File: config.mk
export PLATFORM = sky130hd
export DESIGN_NAME = lhc_link_flags
export DESIGN_NICKNAME = d
export VERILOG_FILES = /design/src/hdl/lhc_pkg.sv /design/src/hdl/lhc_flag_if.sv /design/src/hdl/lhc_link_flags.sv /design/src/hdl/lhc_apb_slave.sv
export SDC_FILE = /design/constraint.sdc
export NUM_CORES = 1
export LEC_CHECK = 0
export ABC_AREA = 1
export BUFFER_PORTS_ARGS = -buffer_cell sky130_fd_sc_hd__buf_2
export CAP_MARGIN = 10
export CELL_PAD_IN_SITES_DETAIL_PLACEMENT = 1
export CELL_PAD_IN_SITES_GLOBAL_PLACEMENT = 1
export CORE_UTILIZATION = 26
export CTS_BUF_LIST = sky130_fd_sc_hd__clkbuf_16
export CTS_CLUSTER_SIZE = 12
export DETAILED_ROUTE_END_ITERATION = 8
export HOLD_SLACK_MARGIN = 0.05
export PLACE_DENSITY_LB_ADDON = 0.1
export SKIP_LAST_GASP = 1
export SLEW_MARGIN = 20
export SYNTH_ARGS = -nofsm -noshare
export SYNTH_HDL_FRONTEND = slang
export SYNTH_SLANG_ARGS = --single-unit
export TNS_END_PERCENT = 10
File: constraint.sdc
create_clock -name clk -period 1.5 [get_ports clk]
set_input_delay 0.15 -clock clk [delete_from_list [all_inputs] [get_ports clk]]
set_output_delay 0.15 -clock clk [all_outputs]
set_load 0.005 [all_outputs]
File: src/hdl/lhc_pkg.sv
// Package of offsets, bit positions and timing for the link control flags
package lhc_pkg;
  localparam logic [7:0] ADDR_SET = 8'h50;
  localparam logic [7:0] ADDR_CLR = 8'h54;
  localparam int BIT_SWAP = 30;
  localparam int BIT_PERMIT = 23;
  localparam int BIT_ENH = 22;
  localparam int BIT_LPS = 19;
  localparam int BIT_POSTED = 18;
  localparam int BIT_LINK = 17;
  localparam int BIT_SRST = 16;
  // Implemented bits; all others read zero
  localparam logic [31:0] FLAG_MASK = 32'h40cf0000;
  localparam logic [31:0] FLAG_RESET = 32'h00000000;
  // Soft reset duration in clock cycles
  localparam logic [3:0] SRST_CYCLES = 4'h8;
  typedef enum logic [1:0] {
    ST_IDLE = 2'b00,
    ST_RESET = 2'b01
  } lhc_srst_t;
endpackage : lhc_pkg

File: src/hdl/lhc_flag_if.sv
// Interface carrying flag updates between bus slave and flag core
`timescale 1ns/100ps
interface lhc_flag_if;
  logic setStb;
  logic clrStb;
  logic [31:0] wdata;
  logic [31:0] flags;
  modport bus (output setStb, output clrStb, output wdata, input flags);
  modport core (input setStb, input clrStb, input wdata, output flags);
endinterface : lhc_flag_if

File: src/hdl/lhc_link_flags.sv
// Link host control flag register with set and clear addresses
// Overview of operation
// - Writes to the set address set flags, writes to the clear address clear them.
// - Bits 31, 29-24, 21-20 and 15-0 always read zero.
// - Bit 30 suppresses byte swapping of outside physical and DMA data accesses.
// - Bit 23 is readable and clearable, not settable, and loads from the EEPROM.
// - Bit 19 permits link-PHY communication when one and forbids it when zero.
// - Bit 18 enables posted writes when one.
// - Bit 17 is cleared by hardware reset and by soft reset.
// - With bit 17 zero the link receives, processes and sends no packets.
// - Setting bit 16 resets link state, flushes FIFOs and restores registers.
// - Soft reset leaves the PCI configuration registers alone.
// - Bit 16 reads one during soft reset and clears itself when done.
`timescale 1ns/100ps
module lhc_link_flags (
  // Clock and reset
  input wire logic clk,
  input wire logic rst,
  // APB
  input wire logic psel,
  input wire logic penable,
  input wire logic pwrite,
  input wire logic [7:0] paddr,
  input wire logic [31:0] pwdata,
  output logic [31:0] prdata,
  output logic pready,
  output logic pslverr,
  // EEPROM load of the PHY programming permission
  input wire logic eepromLoad,
  input wire logic eepromPermit,
  // Link controls
  output logic swapSuppress,
  output logic phyConfigPermit,
  output logic enhancementEnable,
  output logic linkPowerStatus,
  output logic postedWriteOn,
  output logic linkOn,
  output logic linkConnected,
  output logic softResetBusy,
  output logic linkStateReset
);
  lhc_flag_if fl ();

  lhc_apb_slave u_apb (
    .clk(clk),
    .rst(rst),
    .psel(psel),
    .penable(penable),
    .pwrite(pwrite),
    .paddr(paddr),
    .pwdata(pwdata),
    .prdata(prdata),
    .pready(pready),
    .pslverr(pslverr),
    .fl(fl)
  );

  logic [31:0] flags_r, flags_nxt;
  lhc_pkg::lhc_srst_t srst_r, srst_nxt;
  logic [3:0] srstCnt_r, srstCnt_nxt;
  logic [31:0] setMask;
  logic srstStart;

  // Permission bit cannot be set over the bus
  always_comb begin
    setMask = lhc_pkg::FLAG_MASK;
    setMask[lhc_pkg::BIT_PERMIT] = 1'b0;
  end

  // A set of the soft reset bit starts the sequence
  assign srstStart = fl.setStb & fl.wdata[lhc_pkg::BIT_SRST] & (srst_r == lhc_pkg::ST_IDLE);

  always_comb begin
    flags_nxt = flags_r;
    srst_nxt = srst_r;
    srstCnt_nxt = srstCnt_r;
    if (fl.clrStb) begin
      flags_nxt = flags_nxt & ~(fl.wdata & lhc_pkg::FLAG_MASK);
    end
    if (fl.setStb) begin
      flags_nxt = flags_nxt | (fl.wdata & setMask);
    end
    if (eepromLoad) begin
      flags_nxt[lhc_pkg::BIT_PERMIT] = eepromPermit;
    end
    // Busy bit is hardware owned; software cannot cut a reset short
    flags_nxt[lhc_pkg::BIT_SRST] = flags_r[lhc_pkg::BIT_SRST];
    case (srst_r)
      lhc_pkg::ST_IDLE: begin
        if (srstStart) begin
          srst_nxt = lhc_pkg::ST_RESET;
          srstCnt_nxt = lhc_pkg::SRST_CYCLES;
          // Flags return to reset values; permission keeps its value from before the start, and a load in the same cycle is lost
          flags_nxt = lhc_pkg::FLAG_RESET;
          flags_nxt[lhc_pkg::BIT_PERMIT] = flags_r[lhc_pkg::BIT_PERMIT];
          flags_nxt[lhc_pkg::BIT_LINK] = 1'b0;
          flags_nxt[lhc_pkg::BIT_SRST] = 1'b1;
        end
      end
      lhc_pkg::ST_RESET: begin
        flags_nxt[lhc_pkg::BIT_LINK] = 1'b0;
        if (srstCnt_r == 4'h1) begin
          srst_nxt = lhc_pkg::ST_IDLE;
          srstCnt_nxt = 4'h0;
          flags_nxt[lhc_pkg::BIT_SRST] = 1'b0;
        end else begin
          srstCnt_nxt = srstCnt_r - 4'h1;
        end
      end
      default: begin
        srst_nxt = lhc_pkg::ST_IDLE;
        srstCnt_nxt = 4'h0;
      end
    endcase
    flags_nxt = flags_nxt & lhc_pkg::FLAG_MASK;
  end

  always_ff @(posedge clk) begin
    if (rst) begin
      flags_r <= lhc_pkg::FLAG_RESET;
      srst_r <= lhc_pkg::ST_IDLE;
      srstCnt_r <= 4'h0;
    end else begin
      flags_r <= flags_nxt;
      srst_r <= srst_nxt;
      srstCnt_r <= srstCnt_nxt;
    end
  end

  assign fl.flags = flags_r;

  // Output flops; PCI config space is outside this reset
  logic [8:0] outs_r, outs_nxt;
  always_comb begin
    outs_nxt[0] = flags_nxt[lhc_pkg::BIT_SWAP];
    outs_nxt[1] = flags_nxt[lhc_pkg::BIT_PERMIT];
    outs_nxt[2] = flags_nxt[lhc_pkg::BIT_ENH];
    outs_nxt[3] = flags_nxt[lhc_pkg::BIT_LPS];
    outs_nxt[4] = flags_nxt[lhc_pkg::BIT_POSTED];
    outs_nxt[5] = flags_nxt[lhc_pkg::BIT_LINK];
    // Connected only with link on and PHY talk permitted
    outs_nxt[6] = flags_nxt[lhc_pkg::BIT_LINK] & flags_nxt[lhc_pkg::BIT_LPS];
    outs_nxt[7] = flags_nxt[lhc_pkg::BIT_SRST];
    outs_nxt[8] = flags_nxt[lhc_pkg::BIT_SRST];
  end

  always_ff @(posedge clk) begin
    if (rst) begin
      outs_r <= 9'h000;
    end else begin
      outs_r <= outs_nxt;
    end
  end

  assign swapSuppress = outs_r[0];
  assign phyConfigPermit = outs_r[1];
  assign enhancementEnable = outs_r[2];
  assign linkPowerStatus = outs_r[3];
  assign postedWriteOn = outs_r[4];
  assign linkOn = outs_r[5];
  assign linkConnected = outs_r[6];
  assign softResetBusy = outs_r[7];
  assign linkStateReset = outs_r[8];

  // Checks
  property p_clear_acts;
    @(posedge clk) disable iff (rst)
      fl.clrStb & ~fl.setStb & fl.wdata[lhc_pkg::BIT_LPS] & ~eepromLoad
      |=> ~flags_r[lhc_pkg::BIT_LPS];
  endproperty
  a_clear_acts: assert property (p_clear_acts) else $error("clear did not clear");

  property p_set_acts;
    @(posedge clk) disable iff (rst)
      fl.setStb & fl.wdata[lhc_pkg::BIT_SWAP] & srst_r == lhc_pkg::ST_IDLE & ~srstStart
      |=> flags_r[lhc_pkg::BIT_SWAP];
  endproperty
  a_set_acts: assert property (p_set_acts) else $error("set did not set");

  property p_zero_keeps;
    @(posedge clk) disable iff (rst)
      ~fl.setStb & ~fl.clrStb & srst_r == lhc_pkg::ST_IDLE |=> $stable(flags_r[19:18]);
  endproperty
  a_zero_keeps: assert property (p_zero_keeps) else $error("flag changed without write");

  property p_reserved;
    @(posedge clk) disable iff (rst) (flags_r & ~lhc_pkg::FLAG_MASK) == 32'h00000000;
  endproperty
  a_reserved: assert property (p_reserved) else $error("reserved bit set");

  property p_no_set_permit;
    @(posedge clk) disable iff (rst)
      ~flags_r[lhc_pkg::BIT_PERMIT] & ~eepromLoad |=> ~flags_r[lhc_pkg::BIT_PERMIT];
  endproperty
  a_no_set_permit: assert property (p_no_set_permit) else $error("permit was set");

  property p_lps_out;
    @(posedge clk) disable iff (rst)
      linkConnected == (flags_r[lhc_pkg::BIT_LINK] & flags_r[lhc_pkg::BIT_LPS]);
  endproperty
  a_lps_out: assert property (p_lps_out) else $error("connected without permission");

  property p_posted_out;
    @(posedge clk) disable iff (rst) postedWriteOn == flags_r[lhc_pkg::BIT_POSTED];
  endproperty
  a_posted_out: assert property (p_posted_out) else $error("posted output wrong");

  property p_link_cleared;
    @(posedge clk) disable iff (rst) srstStart |=> ~flags_r[lhc_pkg::BIT_LINK] [*8];
  endproperty
  a_link_cleared: assert property (p_link_cleared) else $error("link on in reset");

  property p_srst_len;
    @(posedge clk) disable iff (rst)
      srstStart |=> flags_r[lhc_pkg::BIT_SRST] [*8] ##1 ~flags_r[lhc_pkg::BIT_SRST];
  endproperty
  a_srst_len: assert property (p_srst_len) else $error("soft reset length wrong");

  property p_srst_clears;
    @(posedge clk) disable iff (rst) srstStart |=> flags_r[lhc_pkg::BIT_LPS] == 1'b0;
  endproperty
  a_srst_clears: assert property (p_srst_clears) else $error("flags not reset");

  // Zero bits of a write leave their flags alone
  property p_set_zero_keeps;
    @(posedge clk) disable iff (rst)
      fl.setStb & srst_r == lhc_pkg::ST_IDLE & ~srstStart & ~eepromLoad
      |=> (flags_r & ~$past(fl.wdata)) == ($past(flags_r) & ~$past(fl.wdata));
  endproperty
  a_set_zero_keeps: assert property (p_set_zero_keeps) else $error("set changed bit");

  property p_clr_zero_keeps;
    @(posedge clk) disable iff (rst)
      fl.clrStb & srst_r == lhc_pkg::ST_IDLE & ~eepromLoad
      |=> (flags_r & ~$past(fl.wdata)) == ($past(flags_r) & ~$past(fl.wdata));
  endproperty
  a_clr_zero_keeps: assert property (p_clr_zero_keeps) else $error("clear changed bit");

  // Read data is the flag word seen at the setup edge
  property p_read_flags;
    @(posedge clk) disable iff (rst)
      psel & ~penable & (paddr == lhc_pkg::ADDR_SET | paddr == lhc_pkg::ADDR_CLR)
      |=> prdata == $past(flags_r);
  endproperty
  a_read_flags: assert property (p_read_flags) else $error("read data wrong");

  property p_read_reserved;
    @(posedge clk) disable iff (rst) (prdata & ~lhc_pkg::FLAG_MASK) == 32'h00000000;
  endproperty
  a_read_reserved: assert property (p_read_reserved) else $error("reserved bit read");

  property p_unmapped;
    @(posedge clk) disable iff (rst)
      psel & ~penable & paddr != lhc_pkg::ADDR_SET & paddr != lhc_pkg::ADDR_CLR
      |=> pslverr & prdata == 32'h00000000;
  endproperty
  a_unmapped: assert property (p_unmapped) else $error("unmapped access wrong");

  property p_swap_out;
    @(posedge clk) disable iff (rst) swapSuppress == flags_r[lhc_pkg::BIT_SWAP];
  endproperty
  a_swap_out: assert property (p_swap_out) else $error("swap output wrong");

  // A load coinciding with a soft reset start is not covered here
  property p_eeprom_load;
    @(posedge clk) disable iff (rst)
      eepromLoad & ~srstStart |=> flags_r[lhc_pkg::BIT_PERMIT] == $past(eepromPermit);
  endproperty
  a_eeprom_load: assert property (p_eeprom_load) else $error("permit not loaded");

  property p_busy_out;
    @(posedge clk) disable iff (rst) softResetBusy == (srst_r == lhc_pkg::ST_RESET);
  endproperty
  a_busy_out: assert property (p_busy_out) else $error("busy output wrong");

  property p_state_reset_out;
    @(posedge clk) disable iff (rst) linkStateReset == (srst_r == lhc_pkg::ST_RESET);
  endproperty
  a_state_reset_out: assert property (p_state_reset_out) else $error("state reset wrong");

  property p_cnt_state;
    @(posedge clk) disable iff (rst) (srst_r == lhc_pkg::ST_RESET) == (srstCnt_r != 4'h0);
  endproperty
  a_cnt_state: assert property (p_cnt_state) else $error("reset counter out of step");

  // A further set of the reset bit must not restart the count
  property p_cnt_step;
    @(posedge clk) disable iff (rst)
      srst_r == lhc_pkg::ST_RESET |=> srstCnt_r == $past(srstCnt_r) - 4'h1;
  endproperty
  a_cnt_step: assert property (p_cnt_step) else $error("reset counter jumped");

  // Hardware reset itself is checked, so no disable here
  property p_hw_reset;
    @(posedge clk) rst |=> ~linkOn & ~flags_r[lhc_pkg::BIT_LINK];
  endproperty
  a_hw_reset: assert property (p_hw_reset) else $error("link on after reset");

  c_busy_end: cover property (@(posedge clk) disable iff (rst) softResetBusy ##1 ~softResetBusy);
  c_unmapped: cover property (@(posedge clk) disable iff (rst) pslverr);
  c_srst: cover property (@(posedge clk) disable iff (rst) srstStart);
  c_link: cover property (@(posedge clk) disable iff (rst) linkConnected);
  c_eeprom: cover property (@(posedge clk) disable iff (rst) eepromLoad & eepromPermit);
endmodule : lhc_link_flags

File: src/hdl/lhc_apb_slave.sv
// APB slave decoding the set and clear addresses
`timescale 1ns/100ps
module lhc_apb_slave (
  // Clock and reset
  input wire logic clk,
  input wire logic rst,
  // APB
  input wire logic psel,
  input wire logic penable,
  input wire logic pwrite,
  input wire logic [7:0] paddr,
  input wire logic [31:0] pwdata,
  output logic [31:0] prdata,
  output logic pready,
  output logic pslverr,
  // Flag core
  lhc_flag_if.bus fl
);
  logic [31:0] prdata_r, prdata_nxt;
  logic pslverr_r, pslverr_nxt;
  logic pready_r, pready_nxt;
  logic hitSet, hitClr, access;

  assign access = psel & penable;
  assign hitSet = paddr == lhc_pkg::ADDR_SET;
  assign hitClr = paddr == lhc_pkg::ADDR_CLR;
  // Zero-wait access; write acts at the completing edge
  assign pready = pready_r;
  assign prdata = prdata_r;
  assign pslverr = pslverr_r;
  assign fl.setStb = access & pwrite & hitSet;
  assign fl.clrStb = access & pwrite & hitClr;
  assign fl.wdata = pwdata;

  always_comb begin
    prdata_nxt = 32'h00000000;
    pslverr_nxt = 1'b0;
    // Ready is flopped; low only while reset holds the bus
    pready_nxt = 1'b1;
    if (psel & ~penable) begin
      // Both addresses return the live flags
      if (hitSet | hitClr) begin
        prdata_nxt = fl.flags;
      end else begin
        pslverr_nxt = 1'b1;
      end
    end
  end

  always_ff @(posedge clk) begin
    if (rst) begin
      prdata_r <= 32'h00000000;
      pslverr_r <= 1'b0;
      pready_r <= 1'b0;
    end else begin
      prdata_r <= prdata_nxt;
      pslverr_r <= pslverr_nxt;
      pready_r <= pready_nxt;
    end
  end
endmodule : lhc_apb_slave

**After elaboration in Yosys (flattened, before gate mapping)**

Index checks and enable logic that the tools add are counted.

- Bits in registers: 55
- Input bits: 47
- Logic and storage cells: 48

- Add/sub/neg operators: 1
- Eq/ne operators: 6
- Mux-type cells: 15
- Bitwise gates (word level): 15
- Reductions and logical operators: 4

Operators with widths:

| operator | count |
|---|---|
| two-way mux 31 bit | 3 |
| AND 31 bit | 1 |
| NOT 31 bit | 1 |
| OR 31 bit | 1 |
| == test 8 x 7 -> 1 bit (second input constant) | 2 |
| two-way mux 13 bit | 1 |
| AND 1 bit | 8 |
| two-way mux 4 bit | 2 |
| case mux 2 bit (2 select lines) | 2 |
| case mux 4 bit (2 select lines) | 1 |
| == test 4 x 1 -> 1 bit (second input constant) | 1 |
| two-way mux 1 bit | 4 |
| two-way mux 2 bit | 2 |
| inequality test 2 bit (second input constant) | 2 |
| subtractor 4 x 1 -> 4 bit (second input constant) | 1 |
| NOT 1 bit | 3 |
| OR reduction 3 bit | 1 |
| == test 2 x 1 -> 1 bit (second input constant) | 1 |
| logical NOT 2 bit | 1 |
| AND reduction 2 bit | 1 |
| OR reduction 2 bit | 1 |
| OR 1 bit | 1 |

**Longest topological paths before layout**

- Word-level depth: 10
- Depth in mapped cells: 9
- Mapped depth without buffers: 9

**Hierarchy**

From an unflattened synthesis, not the netlist that was laid out.

- Cells, all modules: 245
- Area total of the unflattened synthesis: 1958.1 µm²

By module, submodules not included:

| module | instances | cells each | area each (µm²) |
|---|---|---|---|
| lhc_apb_slave | 1 | 159 | 1356.3 |
| lhc_link_flags | 1 | 86 | 601.8 |

**Least setup slack after synthesis**

No wires, ideal clock.

- Path type: register to register
- Start point: register srstCnt_r[0]
- End point: register srstCnt_r[2]
- Library setup time: 0.113 ns
- Data arrival time: 0.985 ns
- Required time: 1.387 ns
- Setup slack: 0.402 ns
- Stages on the path, launching flop included: 6
- Cell sequence: dfxtp_1 -> inv_1 -> ha_1 -> or2_2 -> nand4_1 -> nand2_1

- Word-level cells in the longest chain between the ends: 3
- Elaborated cells between the ends (all ways): 4

RTL lines:

| element | line | RTL |
|---|---|---|
| start, declared | lhc_link_flags.sv:60 | `logic [3:0] srstCnt_r, srstCnt_nxt;` |
| start signal, assigned | lhc_link_flags.sv:126 | `srstCnt_r <= srstCnt_nxt;` |
| subtractor 4 x 1 -> 4 bit / == test 4 x 1 -> 1 bit (equally long branches) | lhc_link_flags.sv:107, lhc_link_flags.sv:102 |  |
| two-way mux 4 bit * | lhc_link_flags.sv:102 | `if (srstCnt_r == 4'h1) begin` |
| case mux 4 bit (2 select lines) * | lhc_link_flags.sv:88 | `case (srst_r)` |

Mark *: on every way between the ends. The rest lies on a longest branch, timed or not.
A chain may end at the register's enable or synchronous reset.

**Final worst setup path**

Ends and elaborated chain as after synthesis.

==> report_table.html <==
<table>
<tr><th>Metric</th><th>Value</th></tr>
<tr><th colspan="2">Status</th></tr>
<tr><td>Status</td><td>completed</td></tr>
<tr><th colspan="2">Finish</th></tr>
<tr><td>Number of antenna repair diodes</td><td>0</td></tr>
<tr><td>Most frequent standard cell in the layout excluding fill and tap cells</td><td>buf_2</td></tr>
<tr><td>Multi-input logic area</td><td>551.8 um^2</td></tr>
<tr><td>Nets@finish</td><td>246</td></tr>
<tr><td>Layout-stage area growth over the synthesis result</td><td>18.09%</td></tr>
<tr><td>Sequential cell area</td><td>440.4 um^2</td></tr>
<tr><td>Fraction of layout instances using a drive strength above 1</td><td>29.59%</td></tr>
<tr><td>Number of filler cells placed in the layout</td><td>556</td></tr>
<tr><td>Leading cell types in the layout, fill and taps excluded</td><td>buf_2 (39), conb_1 (25), inv_1 (22), nand2_1 (22), dfxtp_1 (22)</td></tr>
<tr><th colspan="2">Timing</th></tr>
<tr><td>Highest attainable clock frequency</td><td>0.8396 GHz</td></tr>
<tr><td>RSZ-0062 raised after global routing</td><td>no</td></tr>
<tr><td>Final max-slew violation count</td><td>0</td></tr>
<tr><td>PnR worst setup slack</td><td>308.9 ps</td></tr>
<tr><td>Shortest clock period the worst path allows after layout</td><td>1191 ps</td></tr>
<tr><td>Clock Skews</td><td>1.248 ps</td></tr>
<tr><td>Number of hold-slack violations in the final timing report</td><td>0</td></tr>
<tr><td>WHS</td><td>92.68 ps</td></tr>
<tr><td>Final clock period utilization by the worst path</td><td>79.40%</td></tr>
<tr><td>Setup TNS</td><td>0 ps</td></tr>
<tr><td>Setup violation total in the final timing report</td><td>0</td></tr>
<tr><th colspan="2">Drt</th></tr>
<tr><td>Vias post-DR</td><td>1005</td></tr>
<tr><td>Mean routed wirelength per cell</td><td>10.72 um</td></tr>
<tr><td>DR pass1 iterations</td><td>4</td></tr>
<tr><td>Antenna-violating nets left</td><td>0</td></tr>
<tr><td>Total detailed-routing wirelength</td><td>2658 um</td></tr>
<tr><td>Count of routing violations after the opening detailed-route iteration</td><td>40</td></tr>
<tr><td>DRC errors left</td><td>0</td></tr>
<tr><td>Vias per inst</td><td>4.052</td></tr>
<tr><th colspan="2">Die</th></tr>
<tr><td>Horizontal extent of the die</td><td>70.04 um</td></tr>
<tr><td>Floorplan core area</td><td>4414 um^2</td></tr>
<tr><td>Die height</td><td>70.04 um</td></tr>
<tr><td>Placement Rows</td><td>24</td></tr>
<tr><td>DIE AREA</td><td>4906 um^2</td></tr>
<tr><td>Initial standard-cell utilization of the core</td><td>27.27%</td></tr>
<tr><td>Number of ports placed on the die boundary</td><td>90</td></tr>
<tr><th colspan="2">Clock network</th></tr>
<tr><td>CTS tree</td><td>built</td></tr>
<tr><td>Count of cells resized by post-cts repair</td><td>0</td></tr>
<tr><td>Clock latency at the later pin of the worst-skew pair</td><td>250 ps</td></tr>
<tr><td>Maximum level of the CTS H-tree</td><td>1</td></tr>
<tr><td>Cell at the root of the clock tree</td><td>clkbuf_16</td></tr>
<tr><td>Number of clock sinks seen by CTS</td><td>22</td></tr>
<tr><td>Post-CTS setup buffer count</td><td>0</td></tr>
<tr><td>Clock slew at reported path FFs</td><td>60 ps</td></tr>
<tr><td># hold bufs at CTS</td><td>0</td></tr>
<tr><td>Clock tree buffer depth</td><td>2</td></tr>
<tr><td>Clock buffers created by TritonCTS</td><td>3</td></tr>
<tr><th colspan="2">Min path</th></tr>
<tr><td>Min-delay worst type</td><td>input pin to flop</td></tr>
<tr><td>Launch instance of the worst min-delay path</td><td>penable</td></tr>
<tr><td>End point of the most critical hold path</td><td>u_apb.pslverr$_SDFF_PP0_</td></tr>
<tr><td>Number of cells on the worst hold path</td><td>2</td></tr>
<tr><th colspan="2">Worst setup path</th></tr>
<tr><td>Worst reg2reg path startpoint</td><td>srstCnt_r[0]$_SDFFE_PP0P_</td></tr>
<tr><td>Worst-path fanout max</td><td>4</td></tr>
<tr><td>Setup slack on the worst flop-to-flop path</td><td>310 ps</td></tr>
<tr><td>Worst setup path class</td><td>flop to flop</td></tr>
<tr><td>Critical R2R Capture</td><td>srstCnt_r[2]$_SDFFE_PP0P_</td></tr>
<tr><td>Stage delay of the slowest cell on the critical path</td><td>370 ps</td></tr>
<tr><td>Crit path launch type</td><td>flop</td></tr>
<tr><td>Path depth of the worst reg2reg path</td><td>5</td></tr>
<tr><td>Required time at the worst-slack endpoint</td><td>1650 ps</td></tr>
<tr><td>Kind of cell adding the most delay to the critical path</td><td>simple AND/OR/NAND/NOR gates</td></tr>
<tr><td>Number of buffer and inverter instances along the worst setup path</td><td>1</td></tr>
<tr><td>Worst path cell trace</td><td>inv_1, ha_1, or2_2, nand4_1, nand2_1</td></tr>
<tr><td>Element type at the critical path end</td><td>flop</td></tr>
<tr><td>Cell with the largest stage delay on the worst path</td><td>dfxtp_1</td></tr>
<tr><td>Signal arrival time at the worst endpoint</td><td>1340 ps</td></tr>
<tr><th colspan="2">Placed design</th></tr>
<tr><td>Worst slack at placement</td><td>216.9 ps</td></tr>
<tr><td>Placer congestion estimate</td><td>0.7415</td></tr>
<tr><td>I/O Buffers</td><td>39</td></tr>
<tr><td>HPWL after DPL</td><td>2210 um</td></tr>
<tr><th colspan="2">Global route</th></tr>
<tr><td>Vias in the first global route</td><td>985</td></tr>
<tr><td>Largest net degree at the start of global routing</td><td>13</td></tr>
<tr><td>Number of antenna violations at the first check in global routing</td><td>0</td></tr>
<tr><td>Combined global-route utilization of all metal layers</td><td>11.59%</td></tr>
<tr><td>Residual overflow from global routing</td><td>0</td></tr>
<tr><td>Wire length of the first global-routing pass</td><td>4526 um</td></tr>
<tr><th colspan="2">Logic synthesis</th></tr>
<tr><td>Synth Warn #</td><td>0</td></tr>
<tr><td>Main flop type after synthesis</td><td>dfxtp_1</td></tr>
<tr><td>Count of flip-flops with a built-in enable after synthesis</td><td>0</td></tr>
<tr><td>Number of different library cells in the post-synthesis netlist</td><td>26</td></tr>
<tr><td>Synth Cell Area</td><td>1204 um^2</td></tr>
<tr><td>Proportion of synthesized chip area in sequential cells</td><td>36.59%</td></tr>
<tr><td>FFs w/ async S/R, synth</td><td>0%</td></tr>
<tr><td>Instance count of the mapped netlist</td><td>157</td></tr>
<tr><td>Synthesis-stage register bit count</td><td>22</td></tr>
<tr><td>Mean post-synth cell area</td><td>7.667 um^2</td></tr>
<tr><th colspan="2">Power and ir drop</th></tr>
<tr><td>LEAKAGE</td><td>0.0007129 uW</td></tr>
<tr><td>Power per standard cell area</td><td>873.8 nW/um^2</td></tr>
<tr><td>Maximum vdd drop</td><td>337.4 uV</td></tr>
<tr><th colspan="2">Flow run</th></tr>
<tr><td>Max cap viols</td><td>0</td></tr>
</table>
## synth_stat cells, types with 2 or more instances
| library cell | number | area share [%] |
|---|---|---|
| a21oi_1 | 6 | 2.5 |
| buf_4 | 26 | 16 |
| dfxtp_1 | 22 | 37 |
| ha_1 | 2 | 2.1 |
| inv_1 | 22 | 6.9 |
| inv_2 | 2 | 0.62 |
| nand2_1 | 22 | 6.9 |
| nand2_2 | 4 | 2.1 |
| nand2_4 | 2 | 1.9 |
| nand3_1 | 12 | 5.0 |
| nand4_1 | 3 | 1.6 |
| nor2_1 | 16 | 5.0 |
| nor2_2 | 2 | 1.0 |
| o21ai_0 | 2 | 0.83 |
| o21ai_1 | 3 | 1.2 |
## metrics by stage
stage / instances / cell area (um^2) / total power (uW) / utilization, %
finish: 248 / 1421 / 1242 / 32.20
global route: 248 / 1421 / 1308 / 32.20
CTS: 248 / 1421 / 1259 / 32.20
detailed placement: 244 / 1343 / 696.1 / 30.41
global placement: 244 / 1343 / 693.3 / 30.41
floorplan: 181 / 1294 / 701.2 / -
## worst max path at each step
stage / from / endpoint / slack [ps] / cells after the start
floorplan: srstCnt_r[0]$_SDFFE_PP0P_ / srstCnt_r[2]$_SDFFE_PP0P_ / 400 / 5
global placement: paddr[3] / outs_r[6]$_SDFF_PP0_ / 300 / 9
detailed placement: paddr[1] / u_apb.prdata[16]$_SDFF_PP0_ / 220 / 6
CTS: srstCnt_r[0]$_SDFFE_PP0P_ / srstCnt_r[2]$_SDFFE_PP0P_ / 300 / 5
global route: srstCnt_r[1]$_SDFFE_PP0P_ / srst_r[0]$_SDFFE_PP0P_ / 170 / 5
finish: srstCnt_r[0]$_SDFFE_PP0P_ / srstCnt_r[2]$_SDFFE_PP0P_ / 310 / 5
## area by class of cell
type	count	area share [%]
flip-flops and latches	22	30.99
repair buffers	39	13.73
well taps	52	4.577
clock buffers	3	5.282
clock inverters	1	0.2641
inverters	24	6.338
multi-input cells	107	38.82
## power by group
| part | switching (uW) | internal [uW] | total (uW) |
|---|---|---|---|
| registers | 1.39 | 589 | 590 |
| logic | 61.7 | 32.7 | 94.4 |
| clock network | 203 | 355 | 558 |
| total | 266 | 976 | 1240 |
## worst reg2reg max path: stages, from the launching register on
cell and delay (ps):
dfxtp_1 370, inv_1 90, ha_1 210, or2_2 270
nand4_1 90, nand2_1 50
## logic make-up after synthesis
kind of cell,share of synthesized area [%]
and+or+nand+nor,30.67
buffers and inverters,25.05
DFF,36.59
AOI/OAI and AO/OA,5.301
adders and majority gates,2.079
other,0.3116
## flip-flops by register name, summed over array words and instances, names as in the netlist
name,count
fl.flags,6
outs_r,2
srstCnt_r,4
srst_r,1
u_apb.prdata,7
u_apb.pready,1
u_apb.pslverr,1
## routing by layer
metal	vias up	global-route usage (%)	part of all wire (%)	wire (um)
met5	-	0	0	0
met4	0	3.333	0.79	21
met1	456	13.74	44	1158
met3	2	2.886	5.7	151
li1	513	-	-	-
met2	34	20.51	50	1328
(Power assumes the default switching activity.)
